===== config.mk =====
export PLATFORM = sky130hd
export DESIGN_NAME = nbsp_serial_port
export DESIGN_NICKNAME = d
export VERILOG_FILES = /design/src/hdl/nbsp_pkg.sv /design/src/hdl/nbsp_sync.sv /design/src/hdl/nbsp_vote.sv /design/src/hdl/nbsp_serial_port.sv
export SDC_FILE = /design/constraint.sdc
export NUM_CORES = 1
export LEC_CHECK = 0
export BUFFER_PORTS_ARGS = -buffer_cell sky130_fd_sc_hd__buf_2
export CAP_MARGIN = 15
export CELL_PAD_IN_SITES_DETAIL_PLACEMENT = 0
export CELL_PAD_IN_SITES_GLOBAL_PLACEMENT = 1
export CORE_MARGIN = 4
export CORE_UTILIZATION = 40
export CTS_BUF_LIST = sky130_fd_sc_hd__clkbuf_4 sky130_fd_sc_hd__clkbuf_8
export DETAILED_ROUTE_END_ITERATION = 8
export PLACE_DENSITY_LB_ADDON = 0.1
export SYNTH_ARGS = -nofsm -noshare
export SYNTH_HDL_FRONTEND = slang
export SYNTH_SLANG_ARGS = --single-unit

===== constraint.sdc =====
create_clock -name core_clk -period 2 [get_ports core_clk]
set_input_delay 0.2 -clock core_clk [delete_from_list [all_inputs] [get_ports core_clk]]
set_output_delay 0.2 -clock core_clk [all_outputs]
set_load 0.05 [all_outputs]

===== src/hdl/nbsp_pkg.sv =====
`default_nettype none
package nbsp_pkg;

  // register byte addresses on the apb bus
  localparam logic [7:0] ADDR_CTRL  = 8'h00;
  localparam logic [7:0] ADDR_BUF   = 8'h04;
  localparam logic [7:0] ADDR_BAUD  = 8'h08;

  // reset values
  localparam logic [7:0] CTRL_RESET = 8'h00;
  localparam logic [7:0] BUF_RESET  = 8'h00;
  localparam logic [1:0] BAUD_RESET = 2'h0;

  // oscillator periods per machine cycle
  localparam int         MC_CYCLES    = 12;
  // oscillator periods per x16 tick in the fixed-rate mode (16 * 2 = 32, 16 * 4 = 64)
  localparam int         FIX_DIV_FAST = 2;
  localparam int         FIX_DIV_SLOW = 4;

  // divide-by-16 counter states (0 based: 7th, 8th, 9th state)
  localparam logic [3:0] DIV_LAST     = 4'hF;
  localparam logic [3:0] SMP_FIRST    = 4'h6;
  localparam logic [3:0] SMP_LAST     = 4'h8;
  localparam logic [3:0] SMP_DECIDE   = 4'h9;

  // rollover index of the stop bit on transmit (10th and 11th rollover)
  localparam logic [3:0] TX_LAST_8    = 4'h9;
  localparam logic [3:0] TX_LAST_9    = 4'hA;
  // receive bit index of the final shift (start = 0)
  localparam logic [3:0] RX_LAST      = 4'h9;

  typedef enum logic [1:0] {
    MODE_SHIFT,
    MODE_UART8,
    MODE_UART9_FIXED,
    MODE_UART9_VAR
  } nbsp_mode_t;

  typedef struct packed {
    nbsp_mode_t mode;
    logic       multiprocessor_enable;
    logic       rx_enable;
    logic       tx_ninth_bit;
    logic       rx_ninth_bit;
    logic       transmit_complete_flag;
    logic       receive_flag;
  } nbsp_ctrl_t;

  typedef struct packed {
    logic src_brg;
    logic baud_double;
  } nbsp_baud_t;

endpackage
`default_nettype wire


===== src/hdl/nbsp_sync.sv =====
`timescale 1ns/1ps
`default_nettype none
module nbsp_sync (
  input  wire logic core_clk,
  input  wire logic rst_b,
  input  wire logic din,
  output var  logic dout
);
  logic ff1_reg;
  logic ff2_reg;
  logic ff3_reg;

  // three stages, change accepted when the last two agree
  always_ff @(posedge core_clk or negedge rst_b) begin
    if (!rst_b) begin
      ff1_reg <= 1'b1;
      ff2_reg <= 1'b1;
      ff3_reg <= 1'b1;
      dout    <= 1'b1;
    end else begin
      ff1_reg <= din;
      ff2_reg <= ff1_reg;
      ff3_reg <= ff2_reg;
      if (ff2_reg == ff3_reg) begin
        dout <= ff3_reg;
      end
    end
  end
endmodule
`default_nettype wire


===== src/hdl/nbsp_vote.sv =====
`timescale 1ns/1ps
`default_nettype none
module nbsp_vote (
  input  wire logic core_clk,
  input  wire logic rst_b,
  input  wire logic sample_en,
  input  wire logic din,
  output var  logic vote
);
  logic [2:0] smp_reg;

  // last three samples of the line
  always_ff @(posedge core_clk or negedge rst_b) begin
    if (!rst_b) begin
      smp_reg <= 3'h7;
    end else if (sample_en) begin
      smp_reg <= {smp_reg[1:0], din};
    end
  end

  // two of three
  always_comb begin
    vote = (smp_reg[0] & smp_reg[1]) | (smp_reg[1] & smp_reg[2]) | (smp_reg[0] & smp_reg[2]);
  end
endmodule
`default_nettype wire


===== src/hdl/nbsp_serial_port.sv =====
// Design decisions made here: the APB slave port and the address map.
`timescale 1ns/1ps
`default_nettype none
module nbsp_serial_port
  import nbsp_pkg::*;
(
  input  wire logic        core_clk,
  input  wire logic        rst_b,
  input  wire logic        psel,
  input  wire logic        penable,
  input  wire logic        pwrite,
  input  wire logic [7:0]  paddr,
  input  wire logic [31:0] pwdata,
  output var  logic [31:0] prdata,
  output var  logic        pready,
  output var  logic        pslverr,
  input  wire logic        t1_overflow_tick,
  input  wire logic        brg_tick,
  input  wire logic        rxd_pin,
  output var  logic        txd_pin
);

  typedef enum logic [1:0] {
    RX_IDLE,
    RX_BITS,
    RX_STOP
  } nbsp_rx_state_t;

  nbsp_ctrl_t     ctrl_reg;
  nbsp_ctrl_t     ctrl_wdata;
  nbsp_baud_t     baud_reg;
  logic [7:0]     rx_buf_reg;
  logic           pready_reg;
  logic           access;
  logic           wr_fire;
  logic           wr_ctrl;
  logic           wr_buf;
  logic           mapped;
  logic [3:0]     mc_cnt_reg;
  logic           state1_phase1;
  logic [1:0]     fix_cnt_reg;
  logic           fix_tick;
  logic           var_half_reg;
  logic           var_src;
  logic           var_tick;
  logic           uart_mode;
  logic           nine_bit;
  logic           tick16;
  logic [3:0]     tx_div_reg;
  logic           tx_roll;
  logic [8:0]     tx_shift_reg;
  logic           tx_busy_reg;
  logic           tx_pend_reg;
  logic [3:0]     tx_cnt_reg;
  logic [3:0]     tx_last;
  logic           tx_step;
  logic           tx_done;
  logic           rxd_s;
  logic           rxd_prev_reg;
  logic           rx_fall;
  nbsp_rx_state_t rx_state_reg;
  logic [3:0]     rx_div_reg;
  logic [3:0]     rx_cnt_reg;
  logic [8:0]     rx_shift_reg;
  logic [8:0]     rx_frame;
  logic           rx_vote;
  logic           rx_sample;
  logic           rx_decide;
  logic           rx_final;
  logic           rx_accept;
  logic           rx_start_edge;

  // apb decode, one wait state per transfer
  always_comb begin
    access     = psel & penable & pready_reg;
    wr_fire    = access & pwrite;
    wr_ctrl    = wr_fire & (paddr == ADDR_CTRL);
    wr_buf     = wr_fire & (paddr == ADDR_BUF);
    mapped     = (paddr == ADDR_CTRL) | (paddr == ADDR_BUF) | (paddr == ADDR_BAUD);
    ctrl_wdata = nbsp_ctrl_t'(pwdata[7:0]);
  end

  always_ff @(posedge core_clk or negedge rst_b) begin
    if (!rst_b) begin
      pready_reg <= 1'b0;
      pslverr    <= 1'b0;
      prdata     <= 32'h0000_0000;
    end else begin
      pready_reg <= psel & penable & ~pready_reg;
      pslverr    <= psel & penable & ~pready_reg & ~mapped;
      if (psel & penable & ~pready_reg & ~pwrite) begin
        case (paddr)
          ADDR_CTRL: prdata <= {24'h00_0000, ctrl_reg};
          ADDR_BUF:  prdata <= {24'h00_0000, rx_buf_reg};
          ADDR_BAUD: prdata <= {30'h0000_0000, baud_reg};
          default:   prdata <= 32'h0000_0000;
        endcase
      end
    end
  end

  always_comb begin
    pready = pready_reg;
  end

  always_ff @(posedge core_clk or negedge rst_b) begin
    if (!rst_b) begin
      baud_reg <= nbsp_baud_t'(BAUD_RESET);
    end else if (wr_fire & (paddr == ADDR_BAUD)) begin
      baud_reg <= nbsp_baud_t'(pwdata[1:0]);
    end
  end

  // control register; hardware set wins over software clear
  always_ff @(posedge core_clk or negedge rst_b) begin
    if (!rst_b) begin
      ctrl_reg <= nbsp_ctrl_t'(CTRL_RESET);
    end else begin
      if (wr_ctrl) begin
        ctrl_reg <= ctrl_wdata;
      end
      if (tx_done) begin
        ctrl_reg.transmit_complete_flag <= 1'b1;
      end
      if (rx_accept) begin
        ctrl_reg.receive_flag <= 1'b1;
        ctrl_reg.rx_ninth_bit <= rx_vote;
      end
    end
  end

  // machine cycle, count 0 is state1_phase1
  always_ff @(posedge core_clk or negedge rst_b) begin
    if (!rst_b) begin
      mc_cnt_reg <= 4'h0;
    end else if (mc_cnt_reg == 4'(MC_CYCLES - 1)) begin
      mc_cnt_reg <= 4'h0;
    end else begin
      mc_cnt_reg <= mc_cnt_reg + 4'h1;
    end
  end

  // baud clock sources
  always_ff @(posedge core_clk or negedge rst_b) begin
    if (!rst_b) begin
      fix_cnt_reg  <= 2'h0;
      var_half_reg <= 1'b0;
    end else begin
      fix_cnt_reg <= fix_tick ? 2'h0 : fix_cnt_reg + 2'h1;
      if (var_src) begin
        var_half_reg <= ~var_half_reg;
      end
    end
  end

  always_comb begin
    state1_phase1      = (mc_cnt_reg == 4'h0);
    uart_mode = (ctrl_reg.mode != MODE_SHIFT);
    nine_bit  = (ctrl_reg.mode == MODE_UART9_FIXED) | (ctrl_reg.mode == MODE_UART9_VAR);
    fix_tick  = baud_reg.baud_double ? (fix_cnt_reg == 2'(FIX_DIV_FAST - 1))
                                     : (fix_cnt_reg == 2'(FIX_DIV_SLOW - 1));
    var_src   = baud_reg.src_brg ? brg_tick : t1_overflow_tick;
    var_tick  = var_src & (baud_reg.baud_double | var_half_reg);
    if (ctrl_reg.mode == MODE_UART9_FIXED) begin
      tick16 = fix_tick;
    end else begin
      tick16 = uart_mode & var_tick;
    end
    tx_roll = tick16 & (tx_div_reg == DIV_LAST);
    tx_last = nine_bit ? TX_LAST_9 : TX_LAST_8;
    tx_step = tx_pend_reg & state1_phase1;
    tx_done = tx_step & (tx_cnt_reg == tx_last);
  end

  // transmitter
  always_ff @(posedge core_clk or negedge rst_b) begin
    if (!rst_b) begin
      tx_div_reg <= 4'h0;
    end else if (tick16) begin
      tx_div_reg <= tx_div_reg + 4'h1;
    end
  end

  always_ff @(posedge core_clk or negedge rst_b) begin
    if (!rst_b) begin
      tx_shift_reg <= 9'h1FF;
      tx_busy_reg  <= 1'b0;
      tx_pend_reg  <= 1'b0;
      tx_cnt_reg   <= 4'h0;
      txd_pin      <= 1'b1;
    end else if (wr_buf) begin
      tx_shift_reg <= {ctrl_reg.tx_ninth_bit, pwdata[7:0]};
      tx_busy_reg  <= 1'b1;
      tx_pend_reg  <= 1'b0;
      tx_cnt_reg   <= 4'h0;
    end else begin
      if (tx_roll & tx_busy_reg) begin
        tx_pend_reg <= 1'b1;
      end else if (tx_step) begin
        tx_pend_reg <= 1'b0;
      end
      if (tx_step) begin
        tx_cnt_reg <= tx_cnt_reg + 4'h1;
        if (tx_cnt_reg == 4'h0) begin
          txd_pin <= 1'b0;
        end else if (tx_done) begin
          txd_pin     <= 1'b1;
          tx_busy_reg <= 1'b0;
        end else begin
          txd_pin      <= tx_shift_reg[0];
          tx_shift_reg <= {1'b1, tx_shift_reg[8:1]};
        end
      end
    end
  end

  // receiver
  nbsp_sync u_rx_sync (
    .core_clk (core_clk),
    .rst_b    (rst_b),
    .din      (rxd_pin),
    .dout     (rxd_s)
  );

  nbsp_vote u_rx_vote (
    .core_clk  (core_clk),
    .rst_b     (rst_b),
    .sample_en (rx_sample),
    .din       (rxd_s),
    .vote      (rx_vote)
  );

  always_comb begin
    rx_fall       = rxd_prev_reg & ~rxd_s;
    rx_start_edge = (rx_state_reg == RX_IDLE) & rx_fall & ctrl_reg.rx_enable & uart_mode;
    rx_sample     = tick16 & (rx_state_reg == RX_BITS)
                    & (rx_div_reg >= SMP_FIRST) & (rx_div_reg <= SMP_LAST);
    rx_decide     = tick16 & (rx_state_reg == RX_BITS) & (rx_div_reg == SMP_DECIDE);
    rx_final      = rx_decide & (rx_cnt_reg == RX_LAST);
    rx_frame      = {rx_vote, rx_shift_reg[8:1]};
    // ninth bit in 9-bit modes, stop bit in the 8-bit mode
    rx_accept     = rx_final & ~ctrl_reg.receive_flag
                    & (~ctrl_reg.multiprocessor_enable | rx_vote);
  end

  always_ff @(posedge core_clk or negedge rst_b) begin
    if (!rst_b) begin
      rxd_prev_reg <= 1'b1;
    end else begin
      rxd_prev_reg <= rxd_s;
    end
  end

  always_ff @(posedge core_clk or negedge rst_b) begin
    if (!rst_b) begin
      rx_div_reg <= 4'h0;
    end else if (rx_start_edge) begin
      rx_div_reg <= 4'h0;
    end else if (tick16) begin
      rx_div_reg <= rx_div_reg + 4'h1;
    end
  end

  always_ff @(posedge core_clk or negedge rst_b) begin
    if (!rst_b) begin
      rx_state_reg <= RX_IDLE;
      rx_cnt_reg   <= 4'h0;
      rx_shift_reg <= 9'h000;
    end else begin
      case (rx_state_reg)
        RX_IDLE: begin
          rx_cnt_reg <= 4'h0;
          if (rx_start_edge) begin
            rx_state_reg <= RX_BITS;
          end
        end
        RX_BITS: begin
          if (rx_decide) begin
            if (rx_cnt_reg == 4'h0) begin
              if (rx_vote) begin
                rx_state_reg <= RX_IDLE;
              end else begin
                rx_cnt_reg <= 4'h1;
              end
            end else begin
              rx_shift_reg <= rx_frame;
              rx_cnt_reg   <= rx_cnt_reg + 4'h1;
              if (rx_final) begin
                rx_state_reg <= RX_STOP;
              end
            end
          end
        end
        RX_STOP: begin
          if (tick16 & (rx_div_reg == SMP_DECIDE)) begin
            rx_state_reg <= RX_IDLE;
          end
        end
        default: rx_state_reg <= RX_IDLE;
      endcase
    end
  end

  always_ff @(posedge core_clk or negedge rst_b) begin
    if (!rst_b) begin
      rx_buf_reg <= BUF_RESET;
    end else if (rx_accept) begin
      rx_buf_reg <= rx_frame[7:0];
    end
  end
endmodule
`default_nettype wire


Word-level counts from Yosys, hierarchy flattened
Index checks and enable logic that the tools add are counted.
{"block": "totals", "regBits": 106, "inputBits": 48, "elab_cells": 166}
{"block": "op_classes", "add_sub_neg": 6, "n_lt_le_gt_ge": 2, "n_eq_ne": 22, "mux": 39, "bitwise": 46, "n_reduce_logical": 19}
{"op": "$mux W9", "count": 4}
{"op": "$mux W4", "count": 8}
{"op": "$and A1 B1 Y1", "count": 30}
{"op": "$pmux W8 S3", "count": 1}
{"op": "$add A4 B1 Y4 const B", "count": 5}
{"op": "$eq A4 B4 Y1 const B", "count": 4}
{"op": "$mux W2", "count": 8}
{"op": "$mux W1", "count": 15}
{"op": "$reduce_bool A2 Y1", "count": 7}
{"op": "$logic_not A4 Y1", "count": 3}
{"op": "$reduce_and A3 Y1", "count": 4}
{"op": "$ne A2 B2 Y1 const B", "count": 5}
{"op": "$not A1 Y1", "count": 9}
{"op": "$eq A2 B2 Y1 const B", "count": 4}
{"op": "$eq A8 B3 Y1 const B", "count": 1}
{"op": "$eq A8 B4 Y1 const B", "count": 1}
{"op": "$logic_not A8 Y1", "count": 1}
{"op": "$pmux W4 S2", "count": 1}
{"op": "$or A1 B1 Y1", "count": 7}
{"op": "$ne A3 B3 Y1 const B", "count": 2}
{"op": "$pmux W2 S3", "count": 1}
{"op": "$reduce_and A5 Y1", "count": 1}
{"op": "$eq A2 B1 Y1 const B", "count": 2}
{"op": "$eq A4 B4 Y1", "count": 1}
{"op": "9 further kinds", "count": 9}

Longest topological paths before layout
Gate-level depths: netlist (run 1).
{"block": "depth", "word_depth": 11, "depth_mapped": 8, "mapped_depth_nobuf": 6}

By module
A second synthesis (run 1) with hierarchy kept.
{"block": "unflattened", "cells_unflattened": 341, "area_unflattened_um2": 3950.0}
{"module": "nbsp_serial_port", "n_inst": 1, "cells_each": 329, "area_per_inst_um2": 3709.8, "seq_area_each_um2": 1865.5}
{"module": "nbsp_vote", "n_inst": 1, "cells_each": 7, "area_per_inst_um2": 123.9, "seq_area_each_um2": 78.8}
{"module": "nbsp_sync", "n_inst": 1, "cells_each": 5, "area_per_inst_um2": 116.4, "seq_area_each_um2": 105.1}

Worst setup path after synthesis (run 1)
No wires, ideal clock.
{"block": "synth_path", "kind": "reg2reg", "start": "register pready_reg (netlist: pready)", "end": "register ctrl_reg[2] (netlist bit)", "arrival_ps": 1929, "setup_slack_ps": -54, "path_stages_with_launch": 5, "path_buffers": 0, "cell_sequence": "dfrtp_1 nor4bb_1 nand4b_1 mux2_2 mux2_2"}
{"block": "synth_via", "elab_chain_cells": 4}
{"item": "start: declaration", "line_no": "nbsp_serial_port.sv:33", "text": "logic pready_reg;"}
{"item": "start signal: assignment", "line_no": "nbsp_serial_port.sv:89", "text": "pready_reg <= psel & penable & ~pready_reg;"}
{"item": "$and A1 B1 Y1", "line_no": "nbsp_serial_port.sv:75", "text": "access = psel & penable & pready_reg;"}
{"item": "$and A1 B1 Y1", "line_no": "nbsp_serial_port.sv:76", "text": "wr_fire = access & pwrite;"}
{"item": "$and A1 B1 Y1", "line_no": "nbsp_serial_port.sv:77", "text": "wr_ctrl = wr_fire & (paddr == ADDR_CTRL);"}
{"item": "$reduce_bool A2 Y1 (no line)"}
{"item": "end signal: assignment", "line_no": "nbsp_serial_port.sv:117", "text": "ctrl_reg <= nbsp_ctrl_t'(CTRL_RESET);"}
{"item": "end signal: assignment", "line_no": "nbsp_serial_port.sv:120", "text": "ctrl_reg <= ctrl_wdata;"}
{"item": "end: declaration", "line_no": "nbsp_serial_port.sv:29", "text": "nbsp_ctrl_t ctrl_reg;"}
Every way passes these cells.
A chain may end at the register's enable or synchronous reset.

Worst setup path after layout (run 1)
{"block": "layout_path", "start": "register baud_reg[0] (netlist bit)", "end": "register rx_cnt_reg[0]"}
{"block": "layout_via", "elab_chain_cells": 8}
{"item": "start: declaration", "line_no": "nbsp_serial_port.sv:31", "text": "nbsp_baud_t baud_reg;"}
{"item": "start signal: assignment", "line_no": "nbsp_serial_port.sv:108", "text": "baud_reg <= nbsp_baud_t'(BAUD_RESET);"}
{"item": "start signal: assignment", "line_no": "nbsp_serial_port.sv:110", "text": "baud_reg <= nbsp_baud_t'(pwdata[1:0]);"}
{"item": "$or A1 B1 Y1", "line_no": "nbsp_serial_port.sv:163", "text": "var_tick = var_src & (baud_reg.baud_double | var_half_reg);"}
{"item": "$and A1 B1 Y1", "line_no": "nbsp_serial_port.sv:163"}
{"item": "$and A1 B1 Y1", "line_no": "nbsp_serial_port.sv:167", "text": "tick16 = uart_mode & var_tick;"}
{"item": "$mux W1 (*)", "line_no": "nbsp_serial_port.sv:164", "text": "if (ctrl_reg.mode == MODE_UART9_FIXED) begin"}
{"item": "$and A1 B1 Y1 (*) (2 in a row)", "line_no": "nbsp_serial_port.sv:238", "text": "rx_decide = tick16 & (rx_state_reg == RX_BITS) & (rx_div_reg == SMP_DECIDE);"}
{"item": "$ne A2 B2 Y1 (no line) (*)"}
{"item": "$reduce_and A3 Y1 (no line) (*)"}
{"item": "end signal: assignment", "line_no": "nbsp_serial_port.sv:287", "text": "rx_cnt_reg <= rx_cnt_reg + 4'h1;"}
{"item": "end: declaration", "line_no": "nbsp_serial_port.sv:63", "text": "logic [3:0] rx_cnt_reg;"}
Mark *: on every way between the ends. The rest lies on a longest branch, timed or not.

==> metrics.txt, run 1 <==
worst path bufs/invs=1; cell row count=36; core box area=0.00973 mm^2; clock share of power=38.5%; Hold WC Path Type=in -> reg; diode count=0; Psw=798 uW; filler cell count=~970; grt ovf=0; Tcrit/Tclk final=about 95%; Remaining DRCs=0; largest net degree at the start of global routing=44; total track usage=about 15%; Routed WL=8.34 mm; post-route minimum period=approximately 1.9 ns; CP Cell Sequence=xnor2_1 > o32a_4 > buf_4 > o311a_1 > a221o_1; ys async rst share=100%; antenna-violating nets left=0; Clock transition at path regs=approximately 0.080 ns; sequential element share of the synthesized area=approximately half; IO Pins=83; WP data required=2.22 ns; number of buffers created by CTS=9; total clock sinks=just over 80; met1 GRT Util=between 20% and 30%; final worst slack=approximately 0.11 ns; Crit path max-delay family=compound AO/OA/AOI/OAI gates; cell with the most instances after synthesis=dfrtp_1; crit end category=flip-flop; setup_tns=0 ns; Port Buf Inserts=34; startpoint class of the critical path=flip-flop; CTS Root Cell=clkbuf_8; Slowest cell on crit path=dfrtp_1; Lkg Pwr=0.00213 uW; Sequential Power Share=between 50 and 60%; maximum VDD drop=approximately 0.32 mV; final-report hold violation count=0; die area=roughly 0.012 mm^2; proportion of power drawn by combinational gates=7.4%; Synth cell types=51; yosys warns=0; Final Non-Filler Cells=approximately 560; fmax=~0.53 GHz; Primary FF master, synth=dfrtp_1; CP Class=reg -> reg; starting density of the core=~40%; Setup Skew=0.0156 ns; Area Overhead vs Synth=16.4%; Pwr Density=672 mW/mm^2; total power=3130 uW; post-CTS setup buffers=0; max-cap viol count=0; Initial DRT Pass Iterations=4; synth cell count leaders=63 x dfrtp_1, 31 x nor2_1, 29 x mux2_2; Worst Max-Slew Pin Slew=between 0.5 and 0.6 ns; vias in the first global route=approximately 2,700; placed cells=546; GR peak layer=met1; nets@finish=between 400 and 500; Yosys top cell by area=dfrtp_1; number of synthesized flops with an enable pin=0; routed len/inst=14.8 um; routing usage on met2=21.9%; die width=108 um; status=complete, no violations; worst path arrival time=~2.1 ns; Clock Path Buffers=2; Largest register FFs=9; slowest stage delay, CP=approximately 0.4 ns; Die Y=around 110 um; CTS tree=done; Synth Instances=368; first-pass GRT wire length=13.8 mm; flops & latches, synth=approximately 80; RSZ-0062 raised after global routing=false; H-tree depth=3; total number of vias=roughly 2,800; switching part of the total=between 20% and 30%; Post-Syn Area per Cell=10.9 um^2; drt first-iter violations=90; Final setup viols=0; Layout Utilization=47.8%; Area contributors post-synth=dfrtp_1 39%, dfstp_2 12%, mux2_2 8.2%; initial antenna violation count=0; met3 global-route usage=under 10%; Clock Latency Late Sink=roughly 0.35 ns; final slew viol count=0; vias per cell=5.01; peak fanout along the critical path=13; internal power=2330 uW; Post-DP HPWL=5.95 mm; Final Wtd Congestion=approximately 0.77; DP Worst Slack=between 0.04 and 0.05 ns; area share of the largest cell type after synthesis=just under 40%; Post-Syn Area=0.00400 mm^2; max_slew headroom=roughly 63%; share of cells above drive strength 1=29.7%
## power groups by stage
stage	Sequential (uW)	Clock [uW]	Combinational (uW)
final	1690	1200	233
after global routing	1690	1330	256
after floorplan	1720	0	180
after detailed placement	1720	0	232
after global placement	1720	0	232
after CTS	1690	1260	236
## what timing repair did
action | CTS | global route
endpoints found under the hold margin | 35 | 0
gates resized for setup | 0 | 9
hold buffers | 2 | 0
setup endpoints to repair | 0 | 17
## final cells by class
class                      count  area, um^2  share of cell area (%)
clock buffer                  11         139                    2.99
clock inverter                 5        57.6                    1.24
inverter                      16        60.1                    1.29
multi-input combinational    261        1800                    38.7
sequential                    81        2050                    44.1
tap                          133         166                    3.58
timing repair buffer          57         379                    8.15
## final timing paths
path / startpoint / endpoint / slack [ns] / depth (start not counted)
max reg2reg: baud_reg[0]$_DFFE_PN0P_ / rx_cnt_reg[0]$_DFFE_PN0P_ / 0.11 / 5
min reg2reg: u_rx_sync.ff1_reg$_DFF_PN1_ / u_rx_sync.ff2_reg$_DFF_PN1_ / 0.36 / 0
min: pwdata[4] / tx_shift_reg[4]$_DFFE_PN1P_ / 0.10 / 3
max: baud_reg[0]$_DFFE_PN0P_ / rx_cnt_reg[0]$_DFFE_PN0P_ / 0.11 / 5
max in group asynchronous: rst_b / tx_shift_reg[8]$_DFFE_PN1P_ / 0.96 / 3
min in group asynchronous: rst_b / prdata[3]$_DFFE_PN0P_ / 0.37 / 2
## metrics by stage
step | hold slack [ns] | area [um^2]
2_1_floorplan | -0.0956 | 4080
3_3_place_gp | 0.230 | 4400
3_5_place_dp | 0.230 | 4400
4_1_cts | 0.0855 | 4610
5_1_grt | 0.0993 | 4650
6_report | 0.103 | 4650
## cell usage in the layout, fill, tap and decap left out, drive strengths merged, types with 3 or more instances in the layout
cell type  count
a31oi         13
nand2         28
mux2          29
nand4         13
nor4bb         4
inv           16
nand3b         3
mux2i         10
buf           55
ha            11
nor4           3
conb          24
o21ai         26
clkbuf        11
o211ai         3
dfrtp         63
nor2          31
dfstp         18
or3            3
nor3           4
xnor2          8
clkinv         4
and2           3
nand3          4
a21oi          7
nor2b          3
## per-layer routing
metal  wire length, um  vias up
li1                  -     1383
met1              4190     1374
met2              3700       55
met3               327       11
met4               127        0
met5                 0        -
## logic make-up (layout without fill, tap and decap cells)
kind of cell / count (synthesis) / after routing / share of synthesized area [%]
mux: 39 / 39 / 10.7
fa+ha+maj: 13 / 13 / 3.94
other cells: 1 / 24 / 0.0938
xor+xnor: 9 / 9 / 1.97
flops: 81 / 81 / 51.3
compound gates: 63 / 63 / 9.99
simple gates: 113 / 113 / 15.2
buf+inv: 49 / 89 / 6.86
## tightest hold or removal path, cell delays in order
cell and delay, ns:
buf_2 0.11, nor2_1 0.10, a31oi_1 0.05
Note: power is estimated with default switching activity, not from simulation.
==> inputs of run 2 (changes only) <==
- RECOVER_POWER: not set -> 50
==> run 2 against run 1 <==
Compared with the run above: sequential power barely moved; routed wire length is 0.16% higher; largest cell class unchanged; cell area about the same; combinational power is essentially flat; hold slack lost 0.00082 ns; die area unchanged; non-clock buffer count is the same; clock power hardly changed; highest routed layer unchanged.
==> metrics.txt, run 2 (synthesis results as in run 1) <==
Post-DP HPWL=5.95 mm (unchanged); WP data required=2.22 ns (about the same); CTS Root Cell=clkbuf_8; grt ovf=0 (unchanged); startpoint class of the critical path=flip-flop; Final setup viols=0 (unchanged); post-route minimum period=1.89 ns (+0.000735 ns); Hold WC Path Type=in -> reg; H-tree depth=3 (unchanged); die area=0.0117 mm^2 (unchanged); final worst slack=0.107 ns (-0.000735 ns); final-report hold violation count=0 (unchanged); crit end category=flip-flop; Tcrit/Tclk final=94.6% (about the same); Port Buf Inserts=34 (unchanged); number of buffers created by CTS=9 (unchanged); most frequent cells in the layout=62 x dfrtp_1, 32 x buf_2, 31 x nor2_1, 29 x mux2_2, 27 x nand2_1; final slew viol count=0 (unchanged); setup_tns=0 ns (unchanged); register area=0.00205 mm^2 (unchanged); core box area=0.00973 mm^2 (unchanged); routed len/inst=14.8 um (+0.16%); total clock sinks=81 (unchanged); peak fanout along the critical path=13 (unchanged); maximum VDD drop=0.315 mV (-0.24%); Pwr Density=672 mW/mm^2 (about the same); Multi-input gate area=0.00180 mm^2 (unchanged); largest net degree at the start of global routing=44 (unchanged); worst path arrival time=2.12 ns (about the same); filler cell count=967 (unchanged); max_slew headroom=27.3% (-35 points); antenna-violating nets left=0 (unchanged); Final Wtd Congestion=0.772 (unchanged); die width=108 um (unchanged); post-CTS setup buffers=0 (unchanged); drt first-iter violations=115 (+28%); Initial DRT Pass Iterations=5 (+1); fmax=0.528 GHz (about the same); status=complete, no violations; starting density of the core=41.1% (unchanged); vias in the first global route=2,729 (unchanged); diode count=0 (unchanged); cell row count=36 (unchanged); IO Pins=83 (unchanged); Largest register FFs=9 (unchanged); max-cap viol count=0 (unchanged); RSZ-0062 raised after global routing=false; first-pass GRT wire length=13.8 mm (unchanged); initial antenna violation count=0 (unchanged); vias per cell=5.01 (about the same); Clock Latency Late Sink=0.35 ns (about the same); Clock transition at path regs=0.08 ns (about the same); share of cells above drive strength 1=29.0% (-0.70 points); CTS tree=done; Area Overhead vs Synth=16.3% (about the same); total number of vias=2,824 (+0.035%); Remaining DRCs=0 (unchanged); most common cell after layout, fill and taps aside=dfrtp_1; Routed WL=8.36 mm (+0.16%); Die Y=108 um (unchanged); Clock Path Buffers=2 (unchanged); total track usage=15.1% (unchanged); Setup Skew=0.0158 ns (+0.000149 ns); Layout Utilization=47.8% (about the same); Lkg Pwr=0.00212 uW (-0.31%); CP Class=reg -> reg; Worst Max-Slew Pin Slew=1.09 ns (+0.532 ns); nets@finish=485 (unchanged); DP Worst Slack=0.0434 ns (unchanged)
## run 2: final cells by class
type	count	area share [%]
tap	133	3.58
timing repair buffer	57	8.08
sequential	81	44.1
clock inverter	5	1.24
multi-input combinational	261	38.7
clock buffer	11	2.99
inverter	16	1.29
## run 2: final timing paths
kind                       depth (start not counted)                     endpoint  slack (ns)                   startpoint
setup / recovery                                   5    rx_cnt_reg[0]$_DFFE_PN0P_        0.11      baud_reg[0]$_DFFE_PN0P_
hold / removal                                     3  tx_shift_reg[4]$_DFFE_PN1P_        0.10                    pwdata[4]
setup reg to reg                                   5    rx_cnt_reg[0]$_DFFE_PN0P_        0.11      baud_reg[0]$_DFFE_PN0P_
hold reg to reg                                    0  u_rx_sync.ff2_reg$_DFF_PN1_        0.37  u_rx_sync.ff1_reg$_DFF_PN1_
max in group asynchronous                          3  tx_shift_reg[8]$_DFFE_PN1P_        0.59                        rst_b
min in group asynchronous                          2        prdata[3]$_DFFE_PN0P_        0.58                        rst_b
## run 2: layer usage
layer  track usage, %  up-vias  part of all wire [%]
met1             22.6     1361                    49
met3             2.69       11                   5.0
li1                 -     1383                     -
met4             5.95        0                   1.5
met2             21.9       69                    44
met5                0        -                     0
## run 2: through the flow
stage / total power [uW] / cell area (um^2) / std cells / hold slack (ns)
CTS: 3190 / 4610 / 564 / 0.0855
detailed placement: 1950 / 4400 / 546 / 0.230
finish: 3120 / 4650 / 564 / 0.103
global placement: 1950 / 4400 / 546 / 0.230
floorplan: 1900 / 4080 / 391 / -0.0956
global route: 3270 / 4650 / 564 / 0.0993
## run 2: what timing repair did
action                                 in CTS  in global routing
hold buffers                                2                  0
setup endpoints to repair                   0                 17
endpoints found under the hold margin      35                  0
gates resized for setup                     0                  9
## run 2: worst max-delay path, stage by stage (launching register included)
cell	delay (ns)
dfrtp_1	0.40
xnor2_1	0.15
o32a_4	0.39
buf_4	0.19
o311a_1	0.36
a221o_1	0.27
## run 2: where the power goes
group	total, uW	switching (uW)	internal [uW]	leakage (uW)
registers	1690	19.1	1670	0.00100
clock network	1200	598	606	0.000104
logic	232	181	50.9	0.00102
total	3120	798	2330	0.00212
